===== config.mk =====
export PLATFORM = sky130hd
export DESIGN_NAME = ddc_top
export DESIGN_NICKNAME = d
export VERILOG_FILES = /design/src/ddc_pkg.sv /design/src/ddc_pin_sync.sv /design/src/ddc_top.sv
export SDC_FILE = /design/constraint.sdc
export NUM_CORES = 1
export LEC_CHECK = 0
export BUFFER_PORTS_ARGS = -buffer_cell sky130_fd_sc_hd__buf_4
export CAP_MARGIN = 20
export CORE_MARGIN = 2
export CORE_UTILIZATION = 35
export CTS_CLUSTER_DIAMETER = 150
export CTS_CLUSTER_SIZE = 25
export DETAILED_ROUTE_END_ITERATION = 16
export PLACE_DENSITY = 0.5
export SETUP_SLACK_MARGIN = 0.4
export SYNTH_ARGS = -nofsm -noshare
export SYNTH_HDL_FRONTEND = slang
export SYNTH_SLANG_ARGS = --single-unit

===== constraint.sdc =====
create_clock -name clk_sys -period 2.3 [get_ports clk_sys]
set_input_delay 0.46 -clock clk_sys [delete_from_list [all_inputs] [get_ports clk_sys]]
set_output_delay 0.46 -clock clk_sys [all_outputs]
set_load 0.01 [all_outputs]

===== src/ddc_pkg.sv =====
// shared constants and types for the dual converter command decoder
package ddc_pkg;
  localparam int          VAL_W        = 10;
  // apb register byte offsets
  localparam logic [7:0]  OFS_CTRL     = 8'h00;
  localparam logic [7:0]  OFS_DAC_A    = 8'h04;
  localparam logic [7:0]  OFS_DAC_B    = 8'h08;
  localparam logic [7:0]  OFS_INPUT    = 8'h0c;
  localparam logic [7:0]  OFS_STAT     = 8'h10;
  // field positions
  localparam int          CTRL_EN_BIT  = 0;
  localparam int          CHAN_PD_LSB  = 12;
  localparam int          INP_B_LSB    = 16;
  localparam int          EXT_SEL_A    = 0;
  localparam int          EXT_SEL_B    = 1;
  localparam int          EXT_PD_LSB   = 6;
  localparam int          STAT_EXT     = 0;
  localparam int          STAT_RDSEL   = 1;
  localparam int          STAT_IDLE    = 2;
  localparam int          STAT_STRAP   = 3;
  // reset values
  localparam logic [9:0]  RST_CODE     = 10'h000;
  localparam logic [1:0]  RST_PD       = 2'h3;
  localparam logic        RST_CTRL_EN  = 1'b1;
  // cycles counted after reset before the strap is caught, one fewer than pin_s needs to settle
  localparam logic [1:0]  STRAP_SETTLE = 2'h3;
  // command codes
  localparam logic [3:0]  CMD_LD_A     = 4'h0;
  localparam logic [3:0]  CMD_LD_B     = 4'h1;
  localparam logic [3:0]  CMD_IN_A     = 4'h4;
  localparam logic [3:0]  CMD_IN_B     = 4'h5;
  localparam logic [3:0]  CMD_UPD_IN_A = 4'h8;
  localparam logic [3:0]  CMD_UPD_IN_B = 4'h9;
  localparam logic [3:0]  CMD_LD_ALL   = 4'hc;
  localparam logic [3:0]  CMD_IN_ALL   = 4'hd;
  localparam logic [3:0]  CMD_UPD      = 4'he;
  localparam logic [3:0]  CMD_EXT      = 4'hf;
  localparam logic [3:0]  SUB_EXT      = 4'h0;
  localparam logic [3:0]  SUB_RD_A     = 4'h1;
  localparam logic [3:0]  SUB_RD_B     = 4'h2;
  // power-down settings
  localparam logic [1:0]  PD_UP        = 2'h0;
  localparam logic [1:0]  PD_FLOAT     = 2'h1;
  localparam logic [1:0]  PD_LOW_R     = 2'h2;
  localparam logic [1:0]  PD_HIGH_R    = 2'h3;

  typedef enum logic [5:0] {
    ST_IDLE = 6'h01,
    ST_ADDR = 6'h02,
    ST_SACK = 6'h04,
    ST_WRX  = 6'h08,
    ST_TX   = 6'h10,
    ST_MACK = 6'h20
  } ddc_state_t;

  typedef struct packed {
    logic [1:0] pd;
    logic [9:0] code;
  } ddc_chan_t;

  typedef struct packed {
    logic strap;
    logic scl;
    logic sda;
  } ddc_pins_t;
endpackage


===== src/ddc_pin_sync.sv =====
// three-stage pin synchroniser with agreement filter
`timescale 1ns/100ps
module ddc_pin_sync
  import ddc_pkg::*;
(
  input  wire logic      clk_sys, // system clock
  input  wire logic      rst_n,   // synchronous reset, low
  input  wire ddc_pins_t pin_i,   // raw pins
  output ddc_pins_t      pin_o    // filtered pins
);
  localparam ddc_pins_t IDLE_LVL = 3'h7;
  ddc_pins_t s1_ff, s2_ff, s3_ff, out_ff;

  assign pin_o = out_ff;

  genvar i;
  generate
    for (i = 0; i < 3; i++) begin : g_bit
      always_ff @(posedge clk_sys) begin
        if (!rst_n) begin
          s1_ff[i]  <= IDLE_LVL[i];
          s2_ff[i]  <= IDLE_LVL[i];
          s3_ff[i]  <= IDLE_LVL[i];
          out_ff[i] <= IDLE_LVL[i];
        end else begin
          s1_ff[i] <= pin_i[i];
          s2_ff[i] <= s1_ff[i];
          s3_ff[i] <= s2_ff[i];
          // a change counts only once two stages agree
          if (s2_ff[i] == s3_ff[i]) begin
            out_ff[i] <= s3_ff[i];
          end
        end
      end
    end
  endgenerate
endmodule


===== src/ddc_top.sv =====
// two-wire slave command decoder for a dual 10-bit converter
`timescale 1ns/100ps
module ddc_top
  import ddc_pkg::*;
#(
  parameter logic [5:0] ADDR_UPPER = 6'h2a // arbitrary value
)(
  input  wire logic        clk_sys,    // system clock, 20 MHz
  input  wire logic        rst_n,      // synchronous reset, low
  input  wire logic        psel,       // apb select
  input  wire logic        penable,    // apb enable
  input  wire logic        pwrite,     // apb direction
  input  wire logic [7:0]  paddr,      // apb byte address
  input  wire logic [31:0] pwdata,     // apb write data
  output logic      [31:0] prdata,     // apb read data
  output logic             pready,     // apb ready
  output logic             pslverr,    // apb error
  input  wire logic        scl_i,      // serial clock pin
  input  wire logic        sda_i,      // serial data pin level
  output logic             sda_o,      // serial data drive value
  output logic             sda_oe,     // serial data pull-low enable
  input  wire logic        addr_strap, // address strap pin
  output ddc_chan_t        dac_a,      // converter a state
  output ddc_chan_t        dac_b       // converter b state
);
  ddc_pins_t  pin_s, pin_d_ff;
  ddc_state_t st_ff;
  logic [2:0] bit_cnt_ff;
  logic [7:0] sh_ff, cmd_ff, data_ff, tx_sh_ff;
  logic       got8_ff, rw_ff, addr_ph_ff, byte_idx_ff, word_end_ff;
  logic       tx_idx_ff, mack_ok_ff, sda_oe_ff, sda_o_ff;
  logic       ext_ff, rd_sel_ff, ctrl_en_ff;
  logic       strap_ff, strap_ld_ff;
  logic [1:0] strap_cnt_ff;
  logic [9:0] in_a_ff, in_b_ff;
  ddc_chan_t  dac_a_ff, dac_b_ff;
  logic [31:0] prdata_ff;
  logic       pready_ff, pslverr_ff;
  logic       scl_rise, scl_fall, start_ev, stop_ev, en, commit;
  logic [6:0] my_addr;
  logic [9:0] new_val, rb_val;
  logic [3:0] cmd_code;

  // read-back byte in the same bit places as a write word
  function automatic logic [7:0] rb_byte(input logic [9:0] v,
                                         input logic       second);
    rb_byte = second ? {v[5:0], 2'h0} : {4'h0, v[9:6]};
  endfunction

  ddc_pin_sync u_sync (
    .clk_sys (clk_sys),
    .rst_n   (rst_n),
    .pin_i   ({addr_strap, scl_i, sda_i}),
    .pin_o   (pin_s)
  );

  assign scl_rise = pin_s.scl & ~pin_d_ff.scl;
  assign scl_fall = ~pin_s.scl & pin_d_ff.scl;
  assign start_ev = pin_d_ff.sda & ~pin_s.sda & pin_s.scl & pin_d_ff.scl;
  assign stop_ev  = ~pin_d_ff.sda & pin_s.sda & pin_s.scl & pin_d_ff.scl;
  assign en       = ctrl_en_ff & strap_ld_ff;
  assign my_addr  = {ADDR_UPPER, strap_ff};
  assign cmd_code = cmd_ff[7:4];
  // pad bits data_ff[1:0] are not checked
  assign new_val  = {cmd_ff[3:0], data_ff[7:2]};
  assign rb_val   = rd_sel_ff ? dac_b_ff.code : dac_a_ff.code;
  assign commit   = en && st_ff == ST_SACK && scl_fall && word_end_ff &&
                    !addr_ph_ff;

  assign prdata  = prdata_ff;
  assign pready  = pready_ff;
  assign pslverr = pslverr_ff;
  assign sda_o   = sda_o_ff;
  assign sda_oe  = sda_oe_ff;
  assign dac_a   = dac_a_ff;
  assign dac_b   = dac_b_ff;

  always_ff @(posedge clk_sys) begin
    if (!rst_n) begin
      pin_d_ff <= 3'h7;
      sda_o_ff <= 1'b0;
    end else begin
      pin_d_ff <= pin_s;
      sda_o_ff <= 1'b0;
    end
  end

  // strap caught four clocks after reset, before pin_s has settled, so it reads the reset level
  always_ff @(posedge clk_sys) begin
    if (!rst_n) begin
      strap_ff     <= 1'b0;
      strap_ld_ff  <= 1'b0;
      strap_cnt_ff <= 2'h0;
    end else if (!strap_ld_ff) begin
      if (strap_cnt_ff == STRAP_SETTLE) begin
        strap_ff    <= pin_s.strap;
        strap_ld_ff <= 1'b1;
      end else begin
        strap_cnt_ff <= strap_cnt_ff + 2'h1;
      end
    end
  end

  // serial protocol engine
  always_ff @(posedge clk_sys) begin
    if (!rst_n) begin
      st_ff       <= ST_IDLE;
      bit_cnt_ff  <= 3'h0;
      sh_ff       <= 8'h00;
      cmd_ff      <= 8'h00;
      data_ff     <= 8'h00;
      tx_sh_ff    <= 8'h00;
      got8_ff     <= 1'b0;
      rw_ff       <= 1'b0;
      addr_ph_ff  <= 1'b0;
      byte_idx_ff <= 1'b0;
      word_end_ff <= 1'b0;
      tx_idx_ff   <= 1'b0;
      mack_ok_ff  <= 1'b0;
      sda_oe_ff   <= 1'b0;
    end else if (!en || stop_ev) begin
      st_ff     <= ST_IDLE;
      sda_oe_ff <= 1'b0;
    end else if (start_ev) begin
      // a half-received word is dropped here, nothing was committed
      st_ff       <= ST_ADDR;
      bit_cnt_ff  <= 3'h0;
      got8_ff     <= 1'b0;
      byte_idx_ff <= 1'b0;
      word_end_ff <= 1'b0;
      sda_oe_ff   <= 1'b0;
    end else begin
      case (st_ff)
        ST_ADDR, ST_WRX: begin
          if (scl_rise) begin
            sh_ff      <= {sh_ff[6:0], pin_s.sda};
            bit_cnt_ff <= bit_cnt_ff + 3'h1;
            got8_ff    <= (bit_cnt_ff == 3'h7);
            // bitwise compare lets the port go quiet early
            if (st_ff == ST_ADDR && bit_cnt_ff != 3'h7 &&
                pin_s.sda != my_addr[3'h6 - bit_cnt_ff]) begin
              st_ff <= ST_IDLE;
            end
          end else if (scl_fall && got8_ff) begin
            got8_ff   <= 1'b0;
            st_ff     <= ST_SACK;
            sda_oe_ff <= 1'b1;
            if (st_ff == ST_ADDR) begin
              rw_ff      <= sh_ff[0];
              addr_ph_ff <= 1'b1;
            end else begin
              addr_ph_ff <= 1'b0;
              if (!byte_idx_ff) begin
                cmd_ff <= sh_ff;
                // update-only word carries no data byte
                word_end_ff <= (sh_ff[7:4] == CMD_UPD);
                byte_idx_ff <= (sh_ff[7:4] != CMD_UPD);
              end else begin
                data_ff     <= sh_ff;
                word_end_ff <= 1'b1;
                byte_idx_ff <= 1'b0;
              end
            end
          end
        end
        ST_SACK: begin
          if (scl_fall) begin
            word_end_ff <= 1'b0;
            bit_cnt_ff  <= 3'h0;
            if (addr_ph_ff && rw_ff) begin
              st_ff     <= ST_TX;
              tx_idx_ff <= 1'b0;
              tx_sh_ff  <= rb_byte(rb_val, 1'b0);
              sda_oe_ff <= ~rb_byte(rb_val, 1'b0)>>7 == 8'h01;
            end else begin
              st_ff     <= ST_WRX;
              sda_oe_ff <= 1'b0;
            end
          end
        end
        ST_TX: begin
          if (scl_fall) begin
            bit_cnt_ff <= bit_cnt_ff + 3'h1;
            if (bit_cnt_ff == 3'h7) begin
              sda_oe_ff <= 1'b0;
              st_ff     <= ST_MACK;
            end else begin
              tx_sh_ff  <= {tx_sh_ff[6:0], 1'b0};
              sda_oe_ff <= ~tx_sh_ff[6];
            end
          end
        end
        ST_MACK: begin
          if (scl_rise) begin
            if (!pin_s.sda && !tx_idx_ff) begin
              tx_idx_ff  <= 1'b1;
              tx_sh_ff   <= rb_byte(rb_val, 1'b1);
              mack_ok_ff <= 1'b1;
            end else begin
              st_ff <= ST_IDLE;
            end
          end else if (scl_fall && mack_ok_ff) begin
            mack_ok_ff <= 1'b0;
            bit_cnt_ff <= 3'h0;
            st_ff      <= ST_TX;
            sda_oe_ff  <= ~tx_sh_ff[7];
          end
        end
        ST_IDLE: begin
          sda_oe_ff <= 1'b0;
        end
        default: begin
          st_ff     <= ST_IDLE;
          sda_oe_ff <= 1'b0;
        end
      endcase
    end
  end

  // converter registers, written only at a commit
  always_ff @(posedge clk_sys) begin
    if (!rst_n) begin
      in_a_ff   <= RST_CODE;
      in_b_ff   <= RST_CODE;
      dac_a_ff  <= '{pd: RST_PD, code: RST_CODE};
      dac_b_ff  <= '{pd: RST_PD, code: RST_CODE};
      ext_ff    <= 1'b0;
      rd_sel_ff <= 1'b0;
    end else if (commit) begin
      if (ext_ff) begin
        ext_ff <= 1'b0;
        // pd code goes straight to the output stage
        if (cmd_ff[EXT_SEL_A]) begin
          dac_a_ff.pd <= data_ff[EXT_PD_LSB +: 2];
        end
        if (cmd_ff[EXT_SEL_B]) begin
          dac_b_ff.pd <= data_ff[EXT_PD_LSB +: 2];
        end
      end else begin
        case (cmd_code)
          CMD_LD_A: begin
            in_a_ff       <= new_val;
            dac_a_ff.code <= new_val;
            dac_b_ff.code <= in_b_ff;
          end
          CMD_LD_B: begin
            in_b_ff       <= new_val;
            dac_b_ff.code <= new_val;
            dac_a_ff.code <= in_a_ff;
          end
          CMD_IN_A: in_a_ff <= new_val;
          CMD_IN_B: in_b_ff <= new_val;
          CMD_UPD_IN_A, CMD_UPD_IN_B: begin
            dac_a_ff.code <= in_a_ff;
            dac_b_ff.code <= in_b_ff;
            if (cmd_code == CMD_UPD_IN_A) begin
              in_a_ff <= new_val;
            end else begin
              in_b_ff <= new_val;
            end
          end
          CMD_LD_ALL: begin
            in_a_ff       <= new_val;
            in_b_ff       <= new_val;
            dac_a_ff.code <= new_val;
            dac_b_ff.code <= new_val;
          end
          CMD_IN_ALL: begin
            in_a_ff <= new_val;
            in_b_ff <= new_val;
          end
          CMD_UPD: begin
            dac_a_ff.code <= in_a_ff;
            dac_b_ff.code <= in_b_ff;
          end
          CMD_EXT: begin
            case (cmd_ff[3:0])
              SUB_EXT:  ext_ff    <= 1'b1;
              SUB_RD_A: rd_sel_ff <= 1'b0;
              SUB_RD_B: rd_sel_ff <= 1'b1;
              default:  ext_ff    <= 1'b0;
            endcase
          end
          default: ext_ff <= 1'b0;
        endcase
      end
    end
  end

  // apb slave, one wait state per access
  always_ff @(posedge clk_sys) begin
    if (!rst_n) begin
      ctrl_en_ff <= RST_CTRL_EN;
      prdata_ff  <= 32'h0;
      pready_ff  <= 1'b0;
      pslverr_ff <= 1'b0;
    end else if (psel && penable && !pready_ff) begin
      pready_ff  <= 1'b1;
      pslverr_ff <= 1'b0;
      prdata_ff  <= 32'h0;
      case (paddr)
        OFS_CTRL:  prdata_ff[CTRL_EN_BIT] <= ctrl_en_ff;
        OFS_DAC_A: prdata_ff[13:0] <= {dac_a_ff.pd, 2'h0, dac_a_ff.code};
        OFS_DAC_B: prdata_ff[13:0] <= {dac_b_ff.pd, 2'h0, dac_b_ff.code};
        OFS_INPUT: prdata_ff <= {6'h0, in_b_ff, 6'h0, in_a_ff};
        OFS_STAT:  prdata_ff[3:0] <= {strap_ff, st_ff == ST_IDLE,
                                      rd_sel_ff, ext_ff};
        default:   pslverr_ff <= 1'b1;
      endcase
    end else begin
      pready_ff  <= 1'b0;
      pslverr_ff <= 1'b0;
      if (psel && penable && pready_ff && pwrite && paddr == OFS_CTRL) begin
        ctrl_en_ff <= pwdata[CTRL_EN_BIT];
      end
    end
  end
endmodule


==> Yosys cells after proc, flatten, opt, wreduce, memory -nomap -nowiden <==
Index checks and enable logic that the tools add are counted.
Widths: inputs -> output; s select.
{ "totals": {"register_bits": 148, "out_inout_bits": 60, "wordCells": 294} }
{ "op_classes": {"addsub": 3, "order_cmp": 1, "n_eq_ne": 64, "n_mux": 81, "n_bitwise": 27, "n_reduce_logical": 74} }
{ "op_table": {"columns": ["operator", "count"], "rows": [
  ["$pmux 10 s2", 4],
  ["$mux 6", 9],
  ["$mux 8", 6],
  ["$ne 3x3->1 const B", 14],
  ["$mux 1", 39],
  ["$mux 10", 3],
  ["$pmux 10 s3", 1],
  ["$pmux 6 s5", 1],
  ["$eq 4x4->1 const B", 7],
  ["$ne 2x2->1 const B", 14],
  ["$reduce_and 7->1", 4],
  ["$pmux 3 s4", 2],
  ["$pmux 8 s3", 1],
  ["$ne 4x4->1 const B", 5],
  ["$mux 3", 6],
  ["$reduce_and 6->1", 3],
  ["$reduce_bool 2->1", 9],
  ["$not 1->1", 17],
  ["$eq 8x4->1 const B", 2],
  ["$reduce_and 4->1", 4],
  ["$reduce_and 8->1", 2],
  ["$reduce_or 4->1", 4],
  ["$logic_and 1x1->1", 15],
  ["$reduce_and 3->1", 5],
  ["other kinds (41)", 73]
]} }

==> Depth between registers and ports, before layout <==
Gate-level depths: netlist of the first run.
{ "logic_depth": {"word_depth": 9, "depth_mapped": 8, "ltp_nobuf": 8} }

==> By module <==
From an unflattened synthesis of the first run, not the netlist that was laid out.
{ "unflattened": {"cells_unflattened": 727, "area_unflattened_um2": 6555.0} }
{ "by_module_without_submodules": {"columns": ["mod", "n_inst", "cells_each", "area_per_inst_um2", "seq_area_each_um2"], "rows": [
  ["ddc_top", 1, 696, 6192.2, 2482.4],
  ["ddc_pin_sync", 1, 31, 362.8, 240.2]
]} }

==> Least setup slack after synthesis of the first run <==
Ideal clock, no wire load.
{ "synth_path": {"path_kind": "register to register", "start": "reg st_ff[2]", "end": "reg st_ff[4]", "setup_ns": 0.125, "arrival_ns": 1.933, "t_required_ns": 2.175, "path_slack_ns": 0.242, "path_stages_with_launch": 8, "period_less_slack_ns": 2.058, "path_cell_list": "dfxtp_1 or4_1 buf_2 or2_4 a2111oi_4 o31ai_1 nor3_1 a211oi_2"} }
{ "synth_via": {"elab_chain_len": 5, "elab_cells_between_ends": 19, "classes_between": "eq/ne (13); mux (1); bitwise (1); reduce/logical (4)"} }
{ "synth_lines": {"columns": ["item", "line", "rtl"], "rows": [
  ["start, declared", "ddc_top.sv:27", "ddc_state_t st_ff;"],
  ["start signal, assigned", "ddc_top.sv:107", "st_ff <= ST_IDLE;"],
  ["start signal, assigned", "ddc_top.sv:122", "st_ff <= ST_IDLE;"],
  ["start signal, assigned", "ddc_top.sv:126", "st_ff <= ST_ADDR;"],
  ["$eq 6x2->1", "ddc_top.sv:133, ddc_top.sv:140", null],
  ["$logic_and 1x1->1 (2 in series)", "ddc_top.sv:140", "if (st_ff == ST_ADDR && bit_cnt_ff != 3'h7 &&"],
  ["$ne 3x3->1 (no line)", null, null],
  ["$reduce_and 8->1 (no line)", null, null]
]} }
Parallel ways exist; a longest one is shown, timed or not.
A chain may end at the register's enable or synchronous reset.

==> Worst setup path after layout of the first run <==
{ "layout_path": {"start": "reg st_ff[3]", "end": "reg st_ff[4]"} }
The elaborated chain is that of the path after synthesis.

==> results of run 1 <==
==> metal layers <==
layer | GRT usage [%] | up-vias | wire [µm]
met5 | 0 | - | 0
met4 | 7.12 | 0 | 385
met3 | 3.42 | 27 | 886
met2 | 30.2 | 148 | 9020
met1 | 28.7 | 2813 | 9610
li1 | - | 2850 | -
==> metrics by stage <==
stage | worst slack [ps] | area [µm²]
final | 169 | 8370
after global routing | 89.2 | 8370
after CTS | 210 | 8050
after detailed placement | 87.3 | 7300
after global placement | 87.1 | 7290
after floorplan | 297 | 6470
==> critical path: cells and delay by family, from the launching register on <==
family,cells,cell delay [ps]
and+or+nand+nor,3,950
AOI/OAI and AO/OA,3,740
DFF,1,360
==> flip-flops by register name, summed over array words and instances (netlist names), 2 cells and up <==
name / flops
dac_b: 12
prdata: 22
pin_d_ff: 2
u_sync.s1_ff: 3
data_ff: 6
strap_cnt_ff: 2
u_sync.s3_ff: 3
u_sync.s2_ff: 3
tx_sh_ff: 8
cmd_ff: 8
st_ff: 6
in_a_ff: 10
u_sync.pin_o: 3
sh_ff: 8
bit_cnt_ff: 3
in_b_ff: 10
dac_a: 12
==> path summary, 6_finish.rpt <==
check                                startpoint         endpoint  slack (ps)  cells past startpoint
worst max-delay path                   st_ff[3]         st_ff[4]         170                      6
worst max register to register         st_ff[3]         st_ff[4]         170                      6
worst min-delay path                      scl_i  u_sync.s1_ff[1]         220                      2
worst min register to register  u_sync.s1_ff[2]  u_sync.s2_ff[2]         410                      1
==> placed cells by master, fill, tap and decap left out, types with 10 or more instances in the layout <==
cell,Yosys,final
o21ai_0,21,19
a311oi_1,10,10
a21oi_1,54,52
nand3_1,29,27
mux2i_1,50,50
nor2_1,115,108
clkbuf_16,0,20
nand2b_1,16,15
conb_1,1,11
buf_4,11,105
dfxtp_1,136,126
buf_6,1,11
a211oi_1,17,13
a22oi_1,22,22
nand2_1,89,87
==> final cells by class <==
type                            count  area, µm²  area share, %
Clock inverter                     13        134           1.60
Multi-Input combinational cell    561       3630           43.4
Clock buffer                       19        443           5.29
Inverter                           10       37.5          0.448
Sequential cell                   136       2740           32.8
Timing Repair Buffer              124       1090           13.1
Tap cell                          229        287           3.42
==> power by group through the flow <==
stage | Combinational (µW) | Sequential [µW] | Clock, µW
floorplan | 182 | 2460 | 0
global placement | 255 | 2480 | 0
detailed placement | 263 | 2480 | 0
CTS | 263 | 2430 | 2730
global route | 289 | 2430 | 2850
finish | 264 | 2430 | 2680
==> cells by family (layout without fill, tap and decap cells) <==
| kind of cell | Yosys count | count (layout) |
|---|---|---|
| AOI/OAI and AO/OA | 169 | 169 |
| xor gates and xnor gates | 5 | 5 |
| adders and majority gates | 6 | 6 |
| buffers and inverters | 69 | 166 |
| DFF | 136 | 136 |
| muxes | 58 | 58 |
| other | 1 | 11 |
| and+or+nand+nor | 311 | 312 |
==> what timing repair did <==
action                                  4_1_cts  5_1_grt
endpoints found under the setup margin       75       86
pin swaps                                     8       28
hold buffers                                  0        0
cloned                                        1        6
resized for setup                            25       40
setup buffers                                 8        7
==> metrics.cfg, run 1 <==
[status]
outcome=completed

[synthesis]
synth_top_family_by_area=simple AND/OR/NAND/NOR gates
synth.area.top_cells=dfxtp_1 43%, mux2i_1 7.9%, nor2_1 6.8%
synthTopCellsByCount=136 x dfxtp_1, 115 x nor2_1, 89 x nand2_1
ys_seq_elements=136
synth_top_area_share_pct=42.8
synth_adder_area_share_pct=1.18
synth-seq-area-share_pct=42.8
synth_xor_area_share_pct=0.688
synth_compound_area_share_pct=18.3
postSynthCellCount=755
yosysWarnings=0
synth_cell_type_count=67
synthFlopType=dfxtp_1
postSynth.asyncResetShare_pct=0
synth_area_leader_cell=dfxtp_1
synth-simple-area-share_pct=22.8
avgSynthCellArea_um2=8.43
syn_area_um2=6360
synth.most_common_cell=dfxtp_1
synthMuxAreaShare_pct=9.28
synth_edf_count=0

[power_and_ir_drop]
sw_frac_of_total_pct=24.8
power.total_uw=5370
peakVddDrop_v=0.000533
power_density_nw_per_um2=641
power_leakage_uw=0.00308
p_int_uw=4040
power_frac_clock_pct=49.9
p_switching_uw=1330
combPwrFrac_pct=4.9
power_frac_seq_pct=45.2

[timing]
fin_crit_sh_pct=92.6
finalHoldViolCount=0
tns_ps=0
slew_viol_final=0
max-slew-margin-rel_pct=63.9
fmax_mhz=469
rsz0062_at_grt=true
setup_viol=0
min_period_ps=2130
finalHoldWorstSlack_ps=219
worst_pin_slew_ps=539
clock_skew_ps=12.5

[global_route]
grt_max_degree=52
grt_pass1_wl_um=30300
grtUsageTotal_pct=20.0
grt.overflow.total=0
antenna_found_initial=0
grt_pass1_vias=5430

[critical_path]
crit_required_ps=2640
criticalPathCategory=reg -> reg
worstPathCellList=or4_4 > or2_4 > a2111oi_4 > o31a_2 > nand2_2 > a211oi_2
cpMaxStageDelayCell=or4_4
end_kind=flop
cp_max_fo=6
crit_path_start_kind=flop
max_stage_delay_ps=580
cp.arrival_ps=2470

[placed_design]
dpl.cell_count=1038
io_buffers=65
dp_hpwl_um=13700
gp_congestion=0.872

[floorplan]
die_w_um=139
core-area_um2=17900
die_area_um2=19300
rows=49
boundaryPins=108
die_h_um=139
start_util_pct=35.5

[clock_tree]
htree_levels=4
clockBufferDepth=2
root_buffer=clkbuf_16
clock_latency_ps=430
numCtsBuffers=17
cts_sinks=136
path_clk_slew_ps=60
cts_tree=built

[cells_and_area]
syn_to_final_growth_pct=31.6
final_layout_size_suffix_gt1_share_pct=27.0
nets=904
insertedDiodeCount=0
utilization_pct=46.8
fill_cells=1763
fin_cells=1092

[drt]
ant_nets=0
post_drt_wl_per_cell_um=18.2
vias=5838
drt_iter0_drc=379
wirelength_um=19900
dr.pass1.iters=5
vias_per_cell=5.35
route.detailed.drc=0

[run]
maxCapViolCount=0

[worst_hold_path]
min_path_type=in -> reg

(Power assumes the default switching activity.)
==> inputs of run 2 (changes only) <==
- SYNTH_HIERARCHICAL: default -> 1
==> run 2 against run 1 <==
Combinational power is 4% higher; sequential share of layout area is 0.22 points lower; sequential power hardly changed; fmax is 6.3% higher; non-clock buffer count is 2 lower; wire length is 5.4% lower; critical endpoint is now ext_ff; highest routed layer unchanged.
==> metrics.cfg, run 2 <==
[placed_design]
dp_hpwl_um=13300
io_buffers=65
gp_congestion=0.903

[synthesis]
synth_top_area_share_pct=41.5
syn_area_um2=6560
postSynth.asyncResetShare_pct=0
synth-seq-area-share_pct=41.5
avgSynthCellArea_um2=9.02
ys_seq_elements=136
postSynthCellCount=727
synth.most_common_cell=dfxtp_1
synth_cell_type_count=72
yosysWarnings=6
synth.area.top_cells=dfxtp_1 42%, mux2i_1 8.4%, nand2_1 5.9%
synth_edf_count=0
synthFlopType=dfxtp_1
synthTopCellsByCount=136 x dfxtp_1, 103 x nand2_1, 55 x mux2i_1
synth_area_leader_cell=dfxtp_1

[floorplan]
die_w_um=141
die_area_um2=19800
boundaryPins=108
die_h_um=141
start_util_pct=35.4
core-area_um2=18500
rows=50

[drt]
wirelength_um=18800
dr.pass1.iters=6
vias_per_cell=5.33
vias=5636
drt_iter0_drc=395
post_drt_wl_per_cell_um=17.8
route.detailed.drc=0
ant_nets=0

[critical_path]
cp_max_fo=5
rr_endpoint=ext_ff
cp.arrival_ps=2360
crit_required_ps=2660
crit-reg2reg-launch=st_ff[3]
reg2reg_depth=6
crit_path_start_kind=flop
r2r_slack_ps=300
end_kind=flop
criticalPathCategory=reg -> reg

[timing]
clock_skew_ps=9.29
rsz0062_at_grt=true
setup_viol=0
finalHoldViolCount=0
slew_viol_final=0
min_period_ps=2000
fmax_mhz=499
fin_crit_sh_pct=87.1
tns_ps=0
max-slew-margin-rel_pct=61.1
worst_pin_slew_ps=583

[global_route]
grt_pass1_vias=5329
grtUsageTotal_pct=18.8
antenna_found_initial=0
grt_pass1_wl_um=29200
grt_max_degree=41
grt.overflow.total=0

[clock_tree]
cts_hold_buffers=0
root_buffer=clkbuf_16
cts_tree=built
path_clk_slew_ps=60
htree_levels=4
clockBufferDepth=2
cts_sinks=136
numCtsBuffers=17
clock_latency_ps=420

[cells_and_area]
final_common_cell=dfxtp_1
syn_to_final_growth_pct=28.9
fill_cells=1784
insertedDiodeCount=0
nets=866
final_layout_size_suffix_gt1_share_pct=28.4
largest_reg_flops=22
final_cell_mix=126 x dfxtp_1, 112 x buf_4, 98 x nand2_1

[worst_hold_path]
hold_depth=2
min_path_type=in -> reg
min_to=u_sync/s1_ff[1]
hold_start=scl_i

[run]
maxCapViolCount=0

[power_and_ir_drop]
power_density_nw_per_um2=649
peakVddDrop_v=0.000475
power_leakage_uw=0.00335
power.total_uw=5490

[status]
outcome=completed

-- run 2: changes by cell type in the layout (fill, tap and decap cells not counted), moves of 13 or more --
cell      delta
nor2_1      -94
nor2b_1     +27
a22oi_1     -14
a21oi_1     -44
o211a_1     +26
nand3_1     +23
a211oi_1    -13
o21ai_0     +21
-- run 2: worst max path at each step --
stage,start,endpoint,slack [ps],cells past startpoint
after CTS,st_ff[3],ext_ff,350,6
after global placement,paddr[7],prdata[2],190,6
after global routing,st_ff[3],ext_ff,220,6
after floorplan,paddr[7],prdata[16],360,6
final,st_ff[3],ext_ff,300,6
after detailed placement,st_ff[3],st_ff[0],110,6
-- run 2: metrics by stage --
stage	instance area (µm²)	instances	worst slack [ps]	utilization, %	hold slack (ps)
after CTS	8130	1046	347	43.9	206
after global placement	7360	1006	192	39.7	390
after global routing	8450	1058	223	45.6	210
after detailed placement	7360	1006	111	39.7	398
after floorplan	6610	737	363	-	386
final	8450	1058	296	45.6	221
-- run 2: layout make-up --
class	instances	area [µm²]	share of cell area, %
Clock buffer	17	425	5.03
Inverter	7	30.0	0.355
Sequential cell	136	2750	32.5
Tap cell	234	293	3.46
Timing Repair Buffer	122	971	11.5
Clock inverter	14	174	2.06
Multi-Input combinational cell	528	3810	45.1
-- run 2: report_power, final --
group / leakage, µW / total (µW) / switching [µW] / internal [µW]
sequential: 0.00110 / 2420 / 34.8 / 2390
combinational: 0.00197 / 275 / 164 / 111
clock: 0.000282 / 2790 / 1090 / 1710
-- run 2: timing repair --
item,CTS,global route
endpoints found under the setup margin,84,62
setup buffers,9,12
pin swaps,10,15
gates resized for setup,37,48
-- run 2: layer usage --
layer	wire length, µm	GRT usage, %	share of wire [%]
met5	0	0	0
met4	214	5.00	1.1
met3	696	3.84	3.7
met2	9120	31.2	48
met1	8790	25.0	47
-- run 2: worst max-delay path: stages, from the launching register on --
cell and delay (ps):
dfxtp_4 380, nor4b_4 410, nand4_2 180, nand2b_4 190
or4_4 460, o31ai_2 180, and2_1 140
-- run 2: logic make-up after synthesis --
logic type / Yosys count / synth area share, %
and+or+nand+nor: 282 / 22.8
muxes: 63 / 9.94
AOI/OAI and AO/OA: 160 / 18.1
xor gates and xnor gates: 6 / 0.802
buffers and inverters: 73 / 5.65
other: 1 / 0.0572
DFF: 136 / 41.5
adders and majority gates: 6 / 1.15
==> inputs of run 3 (changes only) <==
- PLACE_DENSITY: 0.5 -> 0.6
==> run 3 against run 2 <==
Flip-flop and latch count did not move; largest cell class unchanged; cell count is 1.3% higher; worst hold slack got worse by 1.4 ps; cell area up 5.1%.
==> metrics.cfg, run 3 (same netlist as run 2, synthesis figures left out) <==
[cells_and_area]
largest_reg_flops=22
nets=879
final_layout_size_suffix_gt1_share_pct=32.1
syn_to_final_growth_pct=35.4
fin_area_um2=8880
final_common_cell=dfxtp_1
insertedDiodeCount=0
final_cell_mix=130 x dfxtp_1, 106 x buf_4, 78 x nand2_1

[placed_design]
gp_congestion=0.880
dp_hpwl_um=12000
io_buffers=65
postPlaceCellArea_um2=7350

[global_route]
grt_pass1_vias=5320
grt_pass1_wl_um=28000
grt_util_met3_pct=2.79
use_met1_pct=23.9
grtUsageTotal_pct=17.6
busiest_layer=met2
antenna_found_initial=0
grt_max_degree=55
grtUsageMet2_pct=28.0
grt.overflow.total=0

[critical_path]
reg2reg_depth=8
criticalPathCategory=reg -> reg
worstPathCellList=buf_6 > nor4_4 > buf_4 > nand3b_1 > a31oi_2 > o31a_1 > o2111a_1 > nor3_1
cpMaxStageDelayCell=nor4_4
rr_endpoint=st_ff[4]
crit_path_start_kind=flop
cp.arrival_ps=2370
crit-reg2reg-launch=st_ff[4]
end_kind=flop
max_stage_delay_ps=370
r2r_slack_ps=230
cp_max_fo=5
crit_required_ps=2600

[clock_tree]
root_buffer=clkbuf_16
cts_sinks=136
cts_hold_buffers=0
clock_latency_ps=430
clockBufferDepth=2
numCtsBuffers=17
path_clk_slew_ps=60
htree_levels=4
cts_tree=built

[floorplan]
boundaryPins=108
start_util_pct=35.4
die_h_um=141
rows=50
core-area_um2=18500
die_w_um=141
die_area_um2=19800

[drt]
vias=5807
drt_iter0_drc=479
route.detailed.drc=0
ant_nets=0
dr.pass1.iters=5
post_drt_wl_per_cell_um=17.1
vias_per_cell=5.42
wirelength_um=18300

[timing]
slew_viol_final=0
rsz0062_at_grt=true
fmax_mhz=483
max-slew-margin-rel_pct=58.9
setup_viol=0
min_period_ps=2070
worst_pin_slew_ps=615
finalHoldViolCount=0
fin_crit_sh_pct=90.0
clock_skew_ps=9.81
tns_ps=0
finalHoldWorstSlack_ps=220

[power_and_ir_drop]
power_leakage_uw=0.00357
peakVddDrop_v=0.000400
power_density_nw_per_um2=631

[worst_hold_path]
hold_depth=2
min_to=u_sync/s1_ff[0]
hold_start=sda_i
min_path_type=in -> reg

[status]
outcome=completed

[run]
maxCapViolCount=0

-- run 3: changes by cell type in the layout (fill, tap and decap cells not counted), sizes merged --
cell,change
clkinvlp,-3
inv,+2
clkbuf,+5
buf,+9
clkinv,-1
and2,+1
bufinv,+1
-- run 3: metal layers --
layer,vias up,share of wire [%]
met5,-,0
met4,0,3.0
met3,44,4.6
met2,177,47
met1,2801,46
li1,2785,-
-- run 3: final cells by class --
| class | count | area [µm²] |
|---|---|---|
| Fill cell | 1715 | 9640 |
| Multi-Input combinational cell | 529 | 3960 |
| Sequential cell | 136 | 2740 |
| Timing Repair Buffer | 134 | 1230 |
| Clock buffer | 19 | 433 |
| Tap cell | 234 | 293 |
| Clock inverter | 13 | 193 |
| Inverter | 7 | 26.3 |
-- run 3: where the power goes --
| part | switching, µW | internal, µW |
|---|---|---|
| Clock | 1080 | 1830 |
| Combinational | 163 | 117 |
| Sequential | 33.8 | 2390 |
| Total | 1270 | 4330 |
-- run 3: repair_timing --
item,4_1_cts,5_1_grt
pin swaps,5,20
endpoints found under the setup margin,88,87
gates cloned,0,9
setup buffers,6,23
resized for setup,23,123
-- run 3: critical path, delay by kind of cell, from the launching register on --
kind,cells,cell delay (ps)
flip-flops,1,350
AND/OR/NAND/NOR,3,510
buffers and inverters,2,330
AO/OA/AOI/OAI,3,750
-- run 3: worst max path at each step --
stage	from	end	slack [ps]	cells past startpoint
CTS	st_ff[1]	ext_ff	310	6
floorplan	paddr[7]	prdata[16]	360	6
finish	st_ff[4]	st_ff[4]	230	8
global placement	st_ff[4]	tx_sh_ff[4]	140	7
global route	st_ff[4]	st_ff[4]	140	8
detailed placement	st_ff[5]	tx_sh_ff[1]	100	6
-- run 3: metrics by stage --
stage | instances | util [%] | power, µW | worst slack (ps)
after CTS | 1040 | 43.8 | 5620 | 307
after floorplan | 737 | - | 2660 | 363
final | 1072 | 47.9 | 5610 | 231
after detailed placement | 1002 | 39.7 | 2730 | 97.6
after global placement | 1002 | 39.7 | 2730 | 136
after global routing | 1072 | 47.9 | 5760 | 142
